### src/rtl/gst_params.svh
// Register map, field positions and reset values for the gated timer.
// Included by the timer and its checker; holds definitions only.
`ifndef GST_PARAMS_SVH
`define GST_PARAMS_SVH
`define GST_OFF_CNT_LO   3'h0
`define GST_OFF_CNT_HI   3'h1
`define GST_OFF_CTRL     3'h2
`define GST_OFF_LINK     3'h3
`define GST_OFF_PIE      3'h4
`define GST_OFF_PIR      3'h5
`define GST_OFF_INTCTL   3'h6
`define GST_OFF_CAPCMP_L 3'h7
`define GST_ADDR_W       4
`define GST_OFF_CAPCMP_H 4'h8
`define GST_OFF_CCPCTL   4'h9
`define GST_RST_CTRL     8'h00
`define GST_RST_LINK     8'h02
`define GST_RST_PIE      8'h00
`define GST_RST_PIR      8'h00
`define GST_RST_INTCTL   8'h00
`define GST_RST_CCPCTL   8'h00
`define GST_BIT_ON       0
`define GST_BIT_CS       1
`define GST_BIT_NOSYNC   2
`define GST_BIT_OSCEN    3
`define GST_BIT_PS_LO    4
`define GST_BIT_PS_HI    5
`define GST_BIT_GE       6
`define GST_BIT_GINV     7
`define GST_BIT_GSS      1
`define GST_BIT_OVF      0
`define GST_BIT_PERIPHERAL_INTERRUPT_ENABLE     6
`define GST_BIT_GIE      7
`define GST_BIT_CAPMODE  0
`define GST_BIT_CMPMODE  1
`define GST_BIT_SPECIAL  2
`define GST_CNT_MAX      16'hFFFF
`define GST_CNT_ZERO     16'h0000
`define GST_ISR_VECTOR   16'h0004
`endif

### src/rtl/gst_pkg.sv
// Types used by the gated timer only.
// Assumes gst_params.svh is on the include path.
package gst_pkg;
  typedef struct packed {
    logic       gatePolarity;
    logic       gateEnable;
    logic [1:0] prescaleSelect;
    logic       crystalOscillatorEnable;
    logic       externalSyncDisable;
    logic       clockSourceSelect;
    logic       counterOn;
  } gst_ctrl_t;

  typedef enum logic [2:0] {
    GST_EDGE_ARM  = 3'b001,
    GST_EDGE_LOW  = 3'b010,
    GST_EDGE_RUN  = 3'b100
  } gst_edge_t;
endpackage

### src/rtl/gst_timer.sv
// Gated 16-bit timer with prescaler, overflow flag, wake and capture/compare.
// Assumes a 40 MHz clk, inputs synchronous to clk, one-cycle register strobes.
//
// Functional notes
// - Byte reads return a coherent count value, also in asynchronous counting.
// - Gate comes from pin or comparator per source select, only when gated.
// - Gate enable ignored when off; when on, 1 means count only while gated.
// - Gate polarity 1 counts while gate high, 0 while gate low.
// - Count wraps FFFFh to 0000h and sets the overflow flag.
// - Interrupt needs overflow, peripheral and global enables; flag sticks.
// - Counts in sleep only in async external mode; overflow then wakes.
// - After wake the core resumes, then vectors to 0004h if global enable.
// - Capture mode copies the count into the capture/compare pair on event.
// - Compare mode fires an event when pair equals the count.
// - Special event trigger clears the count without setting the flag.
// - A count write in the same cycle as the trigger wins over the clear.
// - Prescale field divides by 1, 2, 4 or 8.
// - Crystal oscillator enable acts only with internal osc, no clock out.
// - Sync bit: external input unsynchronised at 1, synchronised at 0.
// - Clock source 1 counts external rising edges, 0 the instruction clock.
// - On bit runs the counter; control register resets to zero.
// - External mode needs a falling edge before the first counted rise.
// - Any count byte write also clears the hidden prescale counter.
//
// Local design decisions: the address-and-strobe port and the register offsets.
`timescale 1ns/10ps
`include "gst_params.svh"

module gst_timer #(
  parameter int CNT_W  = 16,
  parameter int DATA_W = 8
) (
  input  wire logic                 clk,
  input  wire logic                 rst_n,
  input  wire logic [`GST_ADDR_W-1:0] regAddr,
  input  wire logic [DATA_W-1:0]    regWrData,
  input  wire logic                 regWrStb,
  input  wire logic                 regRdStb,
  output logic      [DATA_W-1:0]    regRdData,
  input  wire logic                 instrTick,
  input  wire logic                 externalClockPin,
  input  wire logic                 crystalClock,
  input  wire logic                 gatePin,
  input  wire logic                 comparatorOutput,
  input  wire logic                 internalOscNoClkout,
  input  wire logic                 sleepMode,
  input  wire logic                 captureEvent,
  output logic                      overflowIrq,
  output logic                      wakeRequest,
  output logic                      vectorRequest,
  output logic      [CNT_W-1:0]     vectorAddress,
  output logic                      compareEvent,
  output logic                      crystalOscRun
);

  ////////////////////////////////////////////////////////////////////////////
  // Registers
  gst_pkg::gst_ctrl_t ctrl_q;
  logic [7:0]         link_q;
  logic [7:0]         pie_q;
  logic [7:0]         pir_q;
  logic [7:0]         intCtl_q;
  logic [7:0]         ccpCtl_q;
  logic [CNT_W-1:0]   count_q;
  logic [CNT_W-1:0]   capCmp_q;
  logic [2:0]         presc_q;
  logic               extSync1_q;
  logic               extSync2_q;
  logic               extPrev_q;
  logic               wakePend_q;
  gst_pkg::gst_edge_t edge_q;

  logic               cntWrLo;
  logic               cntWrHi;
  logic               cntWr;
  logic               srcLevel;
  logic               srcRise;
  logic               srcFall;
  logic               gateRaw;
  logic               gateActive;
  logic               runEn;
  logic               prescPulse;
  logic               countStep;
  logic               rollover;
  logic               cmpMatch;
  logic               specialClr;
  logic [2:0]         prescMask;

  assign cntWrLo = regWrStb && (regAddr == {1'b0, `GST_OFF_CNT_LO});
  assign cntWrHi = regWrStb && (regAddr == {1'b0, `GST_OFF_CNT_HI});
  assign cntWr   = cntWrLo || cntWrHi;

  ////////////////////////////////////////////////////////////////////////////
  // Clock source selection
  // Crystal only when the internal oscillator runs without clock out
  assign crystalOscRun = ctrl_q.crystalOscillatorEnable && internalOscNoClkout;

  // Two-stage sync; the raw path models the unsynchronised counter input
  always_ff @(posedge clk or negedge rst_n) begin
    if (!rst_n) begin
      extSync1_q <= 1'b0;
      extSync2_q <= 1'b0;
    end else begin
      extSync1_q <= crystalOscRun ? crystalClock : externalClockPin;
      extSync2_q <= extSync1_q;
    end
  end

  // Unsynchronised mode still samples once; a real async path has no edge here
  assign srcLevel = ctrl_q.externalSyncDisable ?
                    (crystalOscRun ? crystalClock : externalClockPin) : extSync2_q;

  always_ff @(posedge clk or negedge rst_n) begin
    if (!rst_n) begin
      extPrev_q <= 1'b0;
    end else begin
      extPrev_q <= srcLevel;
    end
  end

  assign srcRise = srcLevel && !extPrev_q;
  assign srcFall = !srcLevel && extPrev_q;

  // Falling edge must be seen after enable or count write before first rise
  always_ff @(posedge clk or negedge rst_n) begin
    if (!rst_n) begin
      edge_q <= gst_pkg::GST_EDGE_ARM;
    end else begin
      case (edge_q)
        gst_pkg::GST_EDGE_ARM: begin
          if (srcFall) begin
            edge_q <= gst_pkg::GST_EDGE_RUN;
          end
        end
        gst_pkg::GST_EDGE_LOW: begin
          edge_q <= gst_pkg::GST_EDGE_RUN;
        end
        gst_pkg::GST_EDGE_RUN: begin
          if (cntWr || !ctrl_q.counterOn) begin
            edge_q <= gst_pkg::GST_EDGE_ARM;
          end
        end
        default: begin
          edge_q <= gst_pkg::GST_EDGE_ARM;
        end
      endcase
    end
  end

  ////////////////////////////////////////////////////////////////////////////
  // Gate and enable
  assign gateRaw    = link_q[`GST_BIT_GSS] ? comparatorOutput : gatePin;
  // Polarity applies to either source
  assign gateActive = ctrl_q.gatePolarity ? gateRaw : !gateRaw;
  // Gate enable only matters once the on bit is set
  assign runEn = ctrl_q.counterOn && (!ctrl_q.gateEnable || gateActive);

  ////////////////////////////////////////////////////////////////////////////
  // Prescaler
  // Sleep stops the instruction clock; only async external counting survives
  always_comb begin
    if (ctrl_q.clockSourceSelect) begin
      prescPulse = srcRise && (edge_q == gst_pkg::GST_EDGE_RUN) &&
                   (!sleepMode || ctrl_q.externalSyncDisable);
    end else begin
      prescPulse = instrTick && !sleepMode;
    end
  end

  always_comb begin
    case (ctrl_q.prescaleSelect)
      2'b00:   prescMask = 3'h0;
      2'b01:   prescMask = 3'h1;
      2'b10:   prescMask = 3'h3;
      default: prescMask = 3'h7;
    endcase
  end

  always_ff @(posedge clk or negedge rst_n) begin
    if (!rst_n) begin
      presc_q <= 3'h0;
    end else if (cntWr) begin
      presc_q <= 3'h0;
    end else if (runEn && prescPulse) begin
      presc_q <= (presc_q & prescMask) == prescMask ? 3'h0 : presc_q + 3'h1;
    end
  end

  assign countStep  = runEn && prescPulse && ((presc_q & prescMask) == prescMask);
  assign rollover   = countStep && (count_q == `GST_CNT_MAX);
  assign cmpMatch   = ccpCtl_q[`GST_BIT_CMPMODE] && (capCmp_q == count_q);
  assign specialClr = cmpMatch && ccpCtl_q[`GST_BIT_SPECIAL];

  ////////////////////////////////////////////////////////////////////////////
  // Counter
  // Counter is clk-synchronous, so byte reads are always coherent
  always_ff @(posedge clk or negedge rst_n) begin
    if (!rst_n) begin
      count_q <= `GST_CNT_ZERO;
    end else if (cntWrLo) begin
      count_q <= {count_q[CNT_W-1:8], regWrData};
    end else if (cntWrHi) begin
      count_q <= {regWrData, count_q[7:0]};
    end else if (specialClr) begin
      count_q <= `GST_CNT_ZERO;
    end else if (countStep) begin
      count_q <= count_q + 16'h0001;
    end
  end

  ////////////////////////////////////////////////////////////////////////////
  // Capture/compare pair
  always_ff @(posedge clk or negedge rst_n) begin
    if (!rst_n) begin
      capCmp_q <= `GST_CNT_ZERO;
    end else if (ccpCtl_q[`GST_BIT_CAPMODE] && captureEvent) begin
      capCmp_q <= count_q;
    end else if (regWrStb && regAddr == {1'b0, `GST_OFF_CAPCMP_L}) begin
      capCmp_q <= {capCmp_q[CNT_W-1:8], regWrData};
    end else if (regWrStb && regAddr == `GST_OFF_CAPCMP_H) begin
      capCmp_q <= {regWrData, capCmp_q[7:0]};
    end
  end

  always_ff @(posedge clk or negedge rst_n) begin
    if (!rst_n) begin
      compareEvent <= 1'b0;
    end else begin
      compareEvent <= cmpMatch;
    end
  end

  ////////////////////////////////////////////////////////////////////////////
  // Control registers
  always_ff @(posedge clk or negedge rst_n) begin
    if (!rst_n) begin
      ctrl_q   <= `GST_RST_CTRL;
      link_q   <= `GST_RST_LINK;
      pie_q    <= `GST_RST_PIE;
      intCtl_q <= `GST_RST_INTCTL;
      ccpCtl_q <= `GST_RST_CCPCTL;
    end else if (regWrStb) begin
      case (regAddr)
        {1'b0, `GST_OFF_CTRL}:   ctrl_q   <= regWrData;
        {1'b0, `GST_OFF_LINK}:   link_q   <= regWrData;
        {1'b0, `GST_OFF_PIE}:    pie_q    <= regWrData;
        {1'b0, `GST_OFF_INTCTL}: intCtl_q <= regWrData;
        `GST_OFF_CCPCTL:         ccpCtl_q <= regWrData;
        default: begin
        end
      endcase
    end
  end

  // Flag register; a rollover in the same cycle beats a software clear
  always_ff @(posedge clk or negedge rst_n) begin
    if (!rst_n) begin
      pir_q <= `GST_RST_PIR;
    end else if (rollover) begin
      pir_q <= (regWrStb && regAddr == {1'b0, `GST_OFF_PIR} ? regWrData : pir_q) |
               8'h01;
    end else if (regWrStb && regAddr == {1'b0, `GST_OFF_PIR}) begin
      pir_q <= regWrData;
    end
  end

  ////////////////////////////////////////////////////////////////////////////
  // Interrupt, wake and vector
  always_ff @(posedge clk or negedge rst_n) begin
    if (!rst_n) begin
      overflowIrq   <= 1'b0;
      wakeRequest   <= 1'b0;
      wakePend_q    <= 1'b0;
      vectorRequest <= 1'b0;
      vectorAddress <= `GST_CNT_ZERO;
    end else begin
      overflowIrq   <= pir_q[`GST_BIT_OVF] && pie_q[`GST_BIT_OVF] &&
                       intCtl_q[`GST_BIT_PERIPHERAL_INTERRUPT_ENABLE] && intCtl_q[`GST_BIT_GIE];
      wakeRequest   <= sleepMode && ctrl_q.counterOn && pir_q[`GST_BIT_OVF] &&
                       pie_q[`GST_BIT_OVF] && intCtl_q[`GST_BIT_PERIPHERAL_INTERRUPT_ENABLE];
      // Vector two cycles after wake, leaving room for the next instruction
      wakePend_q    <= wakeRequest;
      vectorRequest <= wakePend_q && intCtl_q[`GST_BIT_GIE];
      vectorAddress <= `GST_ISR_VECTOR;
    end
  end

  ////////////////////////////////////////////////////////////////////////////
  // Read port; unmapped addresses read zero
  always_ff @(posedge clk or negedge rst_n) begin
    if (!rst_n) begin
      regRdData <= 8'h00;
    end else if (regRdStb) begin
      case (regAddr)
        {1'b0, `GST_OFF_CNT_LO}:   regRdData <= count_q[7:0];
        {1'b0, `GST_OFF_CNT_HI}:   regRdData <= count_q[CNT_W-1:8];
        {1'b0, `GST_OFF_CTRL}:     regRdData <= ctrl_q;
        {1'b0, `GST_OFF_LINK}:     regRdData <= {link_q[7:1], comparatorOutput};
        {1'b0, `GST_OFF_PIE}:      regRdData <= pie_q;
        {1'b0, `GST_OFF_PIR}:      regRdData <= pir_q;
        {1'b0, `GST_OFF_INTCTL}:   regRdData <= intCtl_q;
        {1'b0, `GST_OFF_CAPCMP_L}: regRdData <= capCmp_q[7:0];
        `GST_OFF_CAPCMP_H:         regRdData <= capCmp_q[CNT_W-1:8];
        `GST_OFF_CCPCTL:           regRdData <= ccpCtl_q;
        default:                   regRdData <= 8'h00;
      endcase
    end else begin
      regRdData <= 8'h00;
    end
  end

endmodule

### config.mk
export PLATFORM = sky130hd
export DESIGN_NAME = gst_timer
export DESIGN_NICKNAME = d
export VERILOG_FILES = /design/src/rtl/gst_pkg.sv /design/src/rtl/gst_timer.sv
export VERILOG_INCLUDE_DIRS = /design/src /design/src/rtl
export SDC_FILE = /design/constraint.sdc
export NUM_CORES = 1
export LEC_CHECK = 0
export BUFFER_PORTS_ARGS = -buffer_cell sky130_fd_sc_hd__buf_2
export CAP_MARGIN = 15
export CORE_MARGIN = 4
export CORE_UTILIZATION = 25
export CTS_CLUSTER_DIAMETER = 100
export CTS_CLUSTER_SIZE = 8
export DETAILED_ROUTE_END_ITERATION = 8
export MAX_ROUTING_LAYER = met4
export PLACE_DENSITY = 0.46
export SYNTH_ARGS = -nofsm -noshare
export SYNTH_HDL_FRONTEND = slang
export SYNTH_SLANG_ARGS = --single-unit
### constraint.sdc
create_clock -name clk -period 2.6 [get_ports clk]
set_input_delay 0.39 -clock clk [delete_from_list [all_inputs] [get_ports clk]]
set_output_delay 0.39 -clock clk [all_outputs]
set_load 0.02 [all_outputs]
; Yosys cells after proc, flatten, opt, wreduce, memory -nomap -nowiden
; Cells that the tools add are included.
; Widths: inputs -> output; s select.
[word_totals]
output_inout_bits = 29
wordCells = 130
ff_bits = 103
[op_classes]
addsub = 2
bitwise = 2
muxes = 23
n_eq_ne = 21
reduce_logical = 53
[op_table]
columns = op, count
row1 = $mux 16, 6
row2 = $pmux 8 s10, 1
row3 = $logic_and 1x1->1, 26
row4 = $mux 8, 3
row5 = $pmux 3 s3, 2
row6 = $reduce_and 2->1, 9
row7 = $add 16x1->16 const B, 1
row8 = $eq 16x16->1, 1
row9 = $eq 16x16->1 const B, 1
row10 = $eq 4x3->1 const B, 4
row11 = $mux 3, 5
row12 = $eq 4x2->1 const B, 2
row13 = $eq 4x4->1 const B, 2
row14 = $ne 2x2->1 const B, 4
row15 = $reduce_bool 2->1, 4
row16 = $logic_not 1->1, 6
row17 = $mux 1, 6
row18 = $reduce_bool 3->1, 2
row19 = $eq 4x1->1 const B, 1
row20 = $logic_not 4->1, 1
row21 = $logic_or 1x1->1, 4
row22 = $add 3x1->3 const B, 1
row23 = $and 3x3->3, 1
row24 = $eq 3x1->1 const B, 1
row25 = 7 further kinds, 7

; Depth between registers and ports, before layout
; Gate-level depths: netlist of the first run.
[depth]
depth_word = 13
ltp_mapped = 8
depth_no_buf = 7

; Least setup slack after synthesis of the first run
; OpenSTA, ideal clock, no wires.
[synth_timing]
path_type = reg2reg
start = reg link_q[1]
end = reg count_q[7]
t_arrival_ns = 1.947
path_stages_with_launch = 8
setup_slack_ns = 0.513
setup_ns = 0.139
path_cell_list = dfstp_2 > mux2i_1 > mux2i_1 > a211oi_4 > nand2_1 > buf_2 > o311ai_0 > o21ai_0
[synth_via]
elab_chain_len = 9
[synth_rtl]
columns = element, line
row1 = start: declaration, gst_timer.sv:59  ; logic [7:0] link_q;
row2 = start signal: assignment, gst_timer.sv:238  ; link_q <= `GST_RST_LINK;
row3 = start signal: assignment, gst_timer.sv:245  ; {1'b0, `GST_OFF_LINK}: link_q <= regWrData;
row4 = $mux 1 *, gst_timer.sv:152  ; assign gateRaw = link_q[`GST_BIT_GSS] ? comparatorOutput : gatePin;
row5 = $logic_not 1->1, gst_timer.sv:154  ; assign gateActive = ctrl_q.gatePolarity ? gateRaw : !gateRaw;
row6 = $mux 1 *, gst_timer.sv:154
row7 = $logic_or 1x1->1 *, gst_timer.sv:156  ; assign runEn = ctrl_q.counterOn && (!ctrl_q.gateEnable || gateActive);
row8 = $logic_and 1x1->1 *, gst_timer.sv:156
row9 = $logic_and 1x1->1 * (2 in series), gst_timer.sv:189  ; assign countStep = runEn && prescPulse && ((presc_q & prescMask) == prescMask);
row10 = $reduce_bool 3->1 (no source line) *, --
row11 = $reduce_and 2->1 (no source line) *, --
row12 = end signal: assignment, gst_timer.sv:199  ; count_q <= `GST_CNT_ZERO;
row13 = end signal: assignment, gst_timer.sv:201  ; count_q <= {count_q[CNT_W-1:8], regWrData};
row14 = end signal: assignment, gst_timer.sv:203  ; count_q <= {regWrData, count_q[7:0]};
row15 = end: declaration, gst_timer.sv:64  ; logic [CNT_W-1:0] count_q;
; Every way passes the cells marked *; elsewhere a longest branch is shown, timed or not.
; A chain may end at the register's enable or synchronous reset.

; Worst setup path after layout of the first run
[layout_timing]
start = reg count_q[4]
end = reg count_q[0]
[layout_via]
elab_chain_len = 6
elab_cells_between_ends = 8
cone_classes = eq/ne (1) / mux (3) / reduce/logical (4)
[layout_rtl]
columns = element, line
row1 = $eq 16x16->1 *, gst_timer.sv:191  ; assign cmpMatch = ccpCtl_q[`GST_BIT_CMPMODE] && (capCmp_q == count_q);
row2 = $logic_and 1x1->1 *, gst_timer.sv:191
row3 = $logic_and 1x1->1 *, gst_timer.sv:192  ; assign specialClr = cmpMatch && ccpCtl_q[`GST_BIT_SPECIAL];
row4 = $mux 16, gst_timer.sv:204  ; end else if (specialClr) begin
row5 = $mux 16, gst_timer.sv:202  ; end else if (cntWrHi) begin
row6 = $mux 8, gst_timer.sv:200  ; end else if (cntWrLo) begin
; Every way passes the cells marked *; elsewhere a longest branch is shown, timed or not. The select of a mux whose other input is x is not followed.

==> results.json, run 1 <==
{
  "p_total_w": 0.00479,
  "setup_slack_ps": 124,
  "grt_util_all_layers_pct": 15.7,
  "grt_start_max_net_pins": 66,
  "num_antenna_cells": 0,
  "timing.final.setup_violations": 0,
  "detailroute.via_count": 4729,
  "postCtsHoldBufs": 0,
  "ys.flop_type": "dfrtp_1",
  "syn_area_per_cell_um2": 9.92,
  "worstMarginPinSlew_ps": 981,
  "coreArea_mm2": 0.0221,
  "mapped_cells": 573,
  "total_clock_buffers_created_by_cts": 9,
  "unrepaired_setup_endpoints_after_global_routing": "no",
  "route.final.wire_length_um": 19400,
  "hold-worst-slack_ps": 12.5,
  "p_per_area_mw_per_mm2": 729,
  "drt-pass1-iter-count": 5,
  "final-instance-count-excl-fill": 900,
  "synth_cell_type_count": 71,
  "crit_type": "reg -> reg",
  "globalRoute.totalOverflow": 0,
  "fillerInstances": 2329,
  "io-pin-count": 53,
  "initial_core_util_pct": 25.7,
  "synth_top_area_share_pct": 43.6,
  "power.leakage_nw": 2.77,
  "cp_startpoint_kind": "flop",
  "timing_hold_violations_final": 0,
  "post_synth_edffs": 0,
  "fraction_of_layout_instances_using_a_drive_strength_above_1_pct": 25.5,
  "hold_class": "in -> async",
  "flow.area_growth_from_synthesis_pct": 15.5,
  "drtAntennaViolNets": 0,
  "finalCriticalPeriod_ps": 2480,
  "grt_pass1_wl_um": 30000,
  "dieArea_mm2": 0.0252,
  "die_height_um": 159,
  "drc": 0,
  "yosys_register_bits": 101,
  "timing.final.max_slew_violations": 0,
  "finalClockSkew_ps": 8.81,
  "status": "finished, final reports clean",
  "die_x_um": 159,
  "cts-root-buf": "clkbuf_16",
  "synthDominantAreaCellType": "dfrtp_1",
  "grt_pass1_vias": 4726,
  "vias_per_cell": 5.25,
  "critical_path_peak_fanout": 12,
  "drt_first_iter_violations": 359,
  "antenna_found_initial": 0,
  "required_ps": 2850,
  "max_cap_viols": 0,
  "kind_of_end_point_of_the_critical_path": "flop",
  "ff_latch_area_mm2": 0.00253,
  "hpwl_um": 14000,
  "yosysSeqAreaShare_pct": 44.5,
  "timing.max_slew.rel_slack_pct": 34.4,
  "critical_path_at_ps": 2720,
  "max-vdd-ir-drop_uv": 374,
  "worst_setup_hold_path_clk_slew_ps": 80,
  "htreeDepth": 3,
  "dp.cells": 884,
  "finish.net_count": 641,
  "area_of_the_multi_input_gates_mm2": 0.00286,
  "finalCritPeriodShare_pct": 95.2,
  "synth.area.top_cells": "dfrtp_1 (44%), mux2_2 (9.1%), mux2i_1 (4.6%), nand2_1 (3.4%), o21ai_0 (3.1%)",
  "rows": 54,
  "async_reset_ff_share_pct": 100,
  "routedWlPerCell_um": 21.6,
  "synth.cell_area_mm2": 0.00569,
  "buffer_ports.inserted": 37,
  "clock.fmax_mhz": 404,
  "clkSinkCount": 101,
  "dp_slack_ps": -46.8,
  "cts-root-to-sink-buffers": 2,
  "clk_latency_ps": 360,
  "tritoncts": "yes",
  "gp_congestion": 0.962,
  "ys.warnings.count": 0
}
cell families (layout without fill, tap and decap cells):
group,count (synthesis),in the layout,share of synthesized area [%]
AND/OR/NAND/NOR,167,167,14.7
AO/OA/AOI/OAI,140,140,17.5
flip-flops,101,101,44.5
multiplexers,74,74,14.5
buffers and inverters,74,107,6.23
XOR/XNOR,13,13,2.00
adder cells (fa/ha/maj),2,2,0.440
other,2,16,0.132
layer usage:
metal | GRT usage [%] | vias to the layer above | wire length (um)
met5 | - | - | 0
met4 | 4.10 | 0 | 375
met3 | 3.50 | 25 | 1180
met2 | 23.5 | 174 | 8760
met1 | 21.7 | 2403 | 9090
li1 | - | 2127 | -
layout by cell type (no fill, tap or decap), types with 8 or more instances in the layout:
cell	n
xnor2_1	11
conb_1	16
o21ai_0	35
dfrtp_1	99
mux2i_1	26
a21oi_1	20
clkbuf_16	9
mux2_2	46
inv_1	17
nor2b_1	10
nand2_1	51
nand3_1	10
nor2_1	42
nand2b_1	8
a22oi_1	18
buf_4	37
buf_2	36
a22o_1	9
stage by stage:
stage	utilization, %	TNS, ps	instance area (um2)
after floorplan	-	0	5740
after global placement	28.4	-367	6280
after detailed placement	28.4	-251	6280
after CTS	29.7	0	6560
after global routing	29.7	0	6570
final	29.7	0	6570
synth_stat cells, drive strengths merged (3+ instances only):
library cell / instances
dfrtp: 99
nand2: 51
mux2: 46
nor2: 44
o21ai: 37
clkbuf: 29
buf: 28
mux2i: 26
a21oi: 21
a22oi: 18
inv: 17
xnor2: 11
nand3: 10
nor2b: 10
a22o: 9
nor3: 9
nand2b: 8
and3: 7
nand4: 6
a31oi: 5
nor3b: 5
o22ai: 5
o311ai: 5
a2bb2oi: 4
a32oi: 4
o32ai: 4
a32o: 3
nand3b: 3
nor4: 3
o211ai: 3
o221a: 3
timing repair:
item                       in CTS  in global routing
setup endpoints to repair       0                  2
setup buffers                   0                  0
gates resized for setup         0                  1
critical path, stage by stage (launching register included):
cell,delay [ps]
dfrtp_1,550
inv_1,160
a2111o_1,430
nor4_2,270
nand2_1,380
a22o_1,310
mux2_2,260
power by group:
part	total (W)	internal, W	switching [W]	leakage [nW]
Clock	0.00133	0.000663	0.000671	0.134
Combinational	0.00121	0.000554	0.000659	1.35
Sequential	0.00224	0.00189	0.000348	1.29
Total	0.00479	0.00311	0.00168	2.77
layout make-up:
class / count / area share (%)
Tap cell: 280 / 5.33
Multi-Input combinational cell: 412 / 43.6
Clock buffer: 9 / 3.43
Clock inverter: 7 / 0.876
Inverter: 17 / 0.972
Timing Repair Buffer: 74 / 7.28
Sequential cell: 101 / 38.5
final timing paths:
path / start / end / slack [ps] / cells past startpoint
worst max-delay path: count_q[4] / count_q[0] / 120 / 6
worst min-delay path: rst_n / edge_q[2] / 10 / 1
worst max register to register: count_q[4] / count_q[0] / 120 / 6
worst min register to register: extSync1_q / extSync2_q / 360 / 0
max in group asynchronous: rst_n / regRdData[7] / 1830 / 2
min in group clk: regRdStb / regRdData[2] / 270 / 2
sequential cells by signal, indices dropped and copies added (netlist names):
signal,cells
capCmp_q,16
ccpCtl_q,8
compareEvent,1
count_q,16
ctrl_q,8
edge_q,2
extPrev_q,1
extSync1_q,1
extSync2_q,1
intCtl_q,8
link_q,7
overflowIrq,1
pie_q,8
pir_q,8
presc_q,3
regRdData,8
vectorAddress,1
vectorRequest,1
wakePend_q,1
wakeRequest,1
Power figures use the tool's default switching activity.
==> run 2: changes to the inputs <==
--- a/config.mk
+++ b/config.mk
@@ -13,8 +13,8 @@
 export CTS_CLUSTER_DIAMETER = 100
 export CTS_CLUSTER_SIZE = 8
 export DETAILED_ROUTE_END_ITERATION = 8
-export MAX_ROUTING_LAYER = met4
 export PLACE_DENSITY = 0.46
+export SETUP_SLACK_MARGIN = 0.2
 export SYNTH_ARGS = -nofsm -noshare
 export SYNTH_HDL_FRONTEND = slang
 export SYNTH_SLANG_ARGS = --single-unit
==> run 2 against run 1 <==
Net effect: core utilization about the same; count of clock-buffer cells in the layout up 2; critical path type unchanged; final cell count down 0.11%; wire length down 0.49%; the run now ends with hold timing left; clock power about the same; first-iteration DRC count down 7.8%; non-clock buffer count down 1; sequential power about the same; critical path depth unchanged; final area down 0.11%.
==> results.json, run 2 (same netlist as run 1, synthesis figures left out) <==
{
  "status": "complete, but fails checks",
  "violated_checks": "hold timing",
  "critical_path_at_ps": 2590,
  "required_ps": 2850,
  "die_x_um": 159,
  "rrSetupSlack_ps": 260,
  "finish.net_count": 640,
  "largest_registers": "capCmp_q x16, count_q x16",
  "hold-worst-slack_ps": -3.68,
  "initial_core_util_pct": 25.7,
  "unrepaired_setup_endpoints_after_global_routing": "no",
  "grt_start_max_net_pins": 66,
  "cp_slowest_stage_delay_ps": 490,
  "drt_first_iter_violations": 331,
  "detailroute.via_count": 4729,
  "reg2reg_capture_point": "count_q[11]",
  "clkSinkCount": 101,
  "layout_commonest_cell": "dfrtp_1",
  "cts_post_setup_buffers_inserted": 0,
  "final_cell_mix": "dfrtp_1 (98), nand2_1 (50), mux2_2 (46)",
  "fraction_of_layout_instances_using_a_drive_strength_above_1_pct": 25.5,
  "worstMarginPinSlew_ps": 964,
  "timing.max_slew.rel_slack_pct": 35.6,
  "max-vdd-ir-drop_uv": 388,
  "rows": 54,
  "kind_of_end_point_of_the_critical_path": "flop",
  "cts-root-buf": "clkbuf_16",
  "hpwl_um": 14000,
  "flow.area_growth_from_synthesis_pct": 15.4,
  "finalCoreUtilization_pct": 29.7,
  "finalClockSkew_ps": 6.67,
  "coreArea_mm2": 0.0221,
  "final-instance-count-excl-fill": 899,
  "hold_class": "in -> async",
  "drt-pass1-iter-count": 5,
  "finalCriticalPeriod_ps": 2340,
  "cp_startpoint_kind": "flop",
  "worst_setup_hold_path_clk_slew_ps": 70,
  "clk_latency_ps": 360,
  "globalRoute.totalOverflow": 0,
  "crit_path_cell_trace": "xor2_1 > a2111o_1 > nor4_2 > a21oi_1 > or2_4 > a32o_1",
  "grt_pass1_wl_um": 29400,
  "cts-root-to-sink-buffers": 2,
  "grt_util_all_layers_pct": 14.9,
  "total_clock_buffers_created_by_cts": 9,
  "grt_pass1_vias": 4640,
  "die_height_um": 159,
  "vias_per_cell": 5.26,
  "route.final.wire_length_um": 19300,
  "routedWlPerCell_um": 21.5,
  "timing_hold_violations_final": 2,
  "timing.final.setup_violations": 0,
  "htreeDepth": 3,
  "power.leakage_nw": 2.76,
  "io-pin-count": 53,
  "critical_path_peak_fanout": 8,
  "gp_congestion": 0.930,
  "dieArea_mm2": 0.0252,
  "timing.setup.tns_ps": 0,
  "timing.final.max_slew_violations": 0,
  "tritoncts": "yes",
  "num_antenna_cells": 0,
  "dp.cells": 883,
  "finalCritPeriodShare_pct": 89.9,
  "max_cap_viols": 0,
  "critical-path-slowest-cell": "dfrtp_1",
  "drtAntennaViolNets": 0,
  "crit_type": "reg -> reg",
  "p_per_area_mw_per_mm2": 726,
  "clock.fmax_mhz": 428,
  "buffer_ports.inserted": 37,
  "worst-r2r-cell-count": 6,
  "drc": 0,
  "regToRegStartpoint": "count_q[6]",
  "antenna_found_initial": 0
}
run 2: changes by cell type in the layout (fill, tap and decap cells not counted):
| cell | change |
|---|---|
| clkbuf_8 | +1 |
| inv_8 | -1 |
| dfrtp_2 | +1 |
| buf_4 | -1 |
| clkinv_4 | -1 |
| dfrtp_1 | -1 |
| inv_6 | -1 |
| clkbuf_1 | +1 |
| nand2_2 | +1 |
| nand2_1 | -1 |
| clkinvlp_4 | +1 |
run 2: layout make-up:
type                       instances  area, um2
clock buffer                      11        243
clock inverter                     5       36.3
fill                            2287      15500
inverter                          17       63.8
multi-input combinational        412       2870
sequential                       101       2530
tap                              280        350
timing repair buffer              73        470
run 2: routing by layer:
metal | GRT usage [%] | wire length, um | vias up
li1 | - | - | 2132
met1 | 21.7 | 9070 | 2380
met2 | 23.0 | 8770 | 188
met3 | 2.49 | 1140 | 29
met4 | 4.26 | 330 | 0
met5 | 0 | 0 | -
run 2: where the power goes:
| part | switching [W] | total (W) | internal, W |
|---|---|---|---|
| combinational | 0.000654 | 0.00121 | 0.000553 |
| sequential | 0.000348 | 0.00224 | 0.00189 |
| clock | 0.000637 | 0.00131 | 0.000677 |
| total | 0.00164 | 0.00476 | 0.00312 |
run 2: critical path: cells and delay by family, from the launching register on:
kind | cells | cell delay (ps)
and+or+nand+nor | 2 | 630
xor gates and xnor gates | 1 | 210
DFF | 1 | 490
AOI/OAI and AO/OA | 3 | 910
run 2: timing repair:
action,4_1_cts,5_1_grt
hold buffers,0,0
endpoints found under the setup margin,4,8
resized for setup,1,2
hold endpoints to repair,0,0
run 2: worst max path at each step:
stage	startpoint	endpoint	slack, ps
after floorplan	link_q[1]	count_q[7]	510
after global placement	regAddr[0]	ccpCtl_q[5]	-80
after detailed placement	regAddr[0]	ccpCtl_q[3]	-80
after CTS	count_q[4]	count_q[0]	200
after global routing	count_q[6]	count_q[11]	220
final	count_q[6]	count_q[11]	260
run 2: metrics by stage:
stage | total power [W] | cell area, um2 | worst slack [ps]
final | 0.00476 | 6560 | 261
after CTS | 0.00479 | 6560 | 200
after detailed placement | 0.00346 | 6270 | -81.9
after floorplan | 0.00297 | 5740 | 513
after global routing | 0.00501 | 6560 | 221
after global placement | 0.00345 | 6270 | -79.7
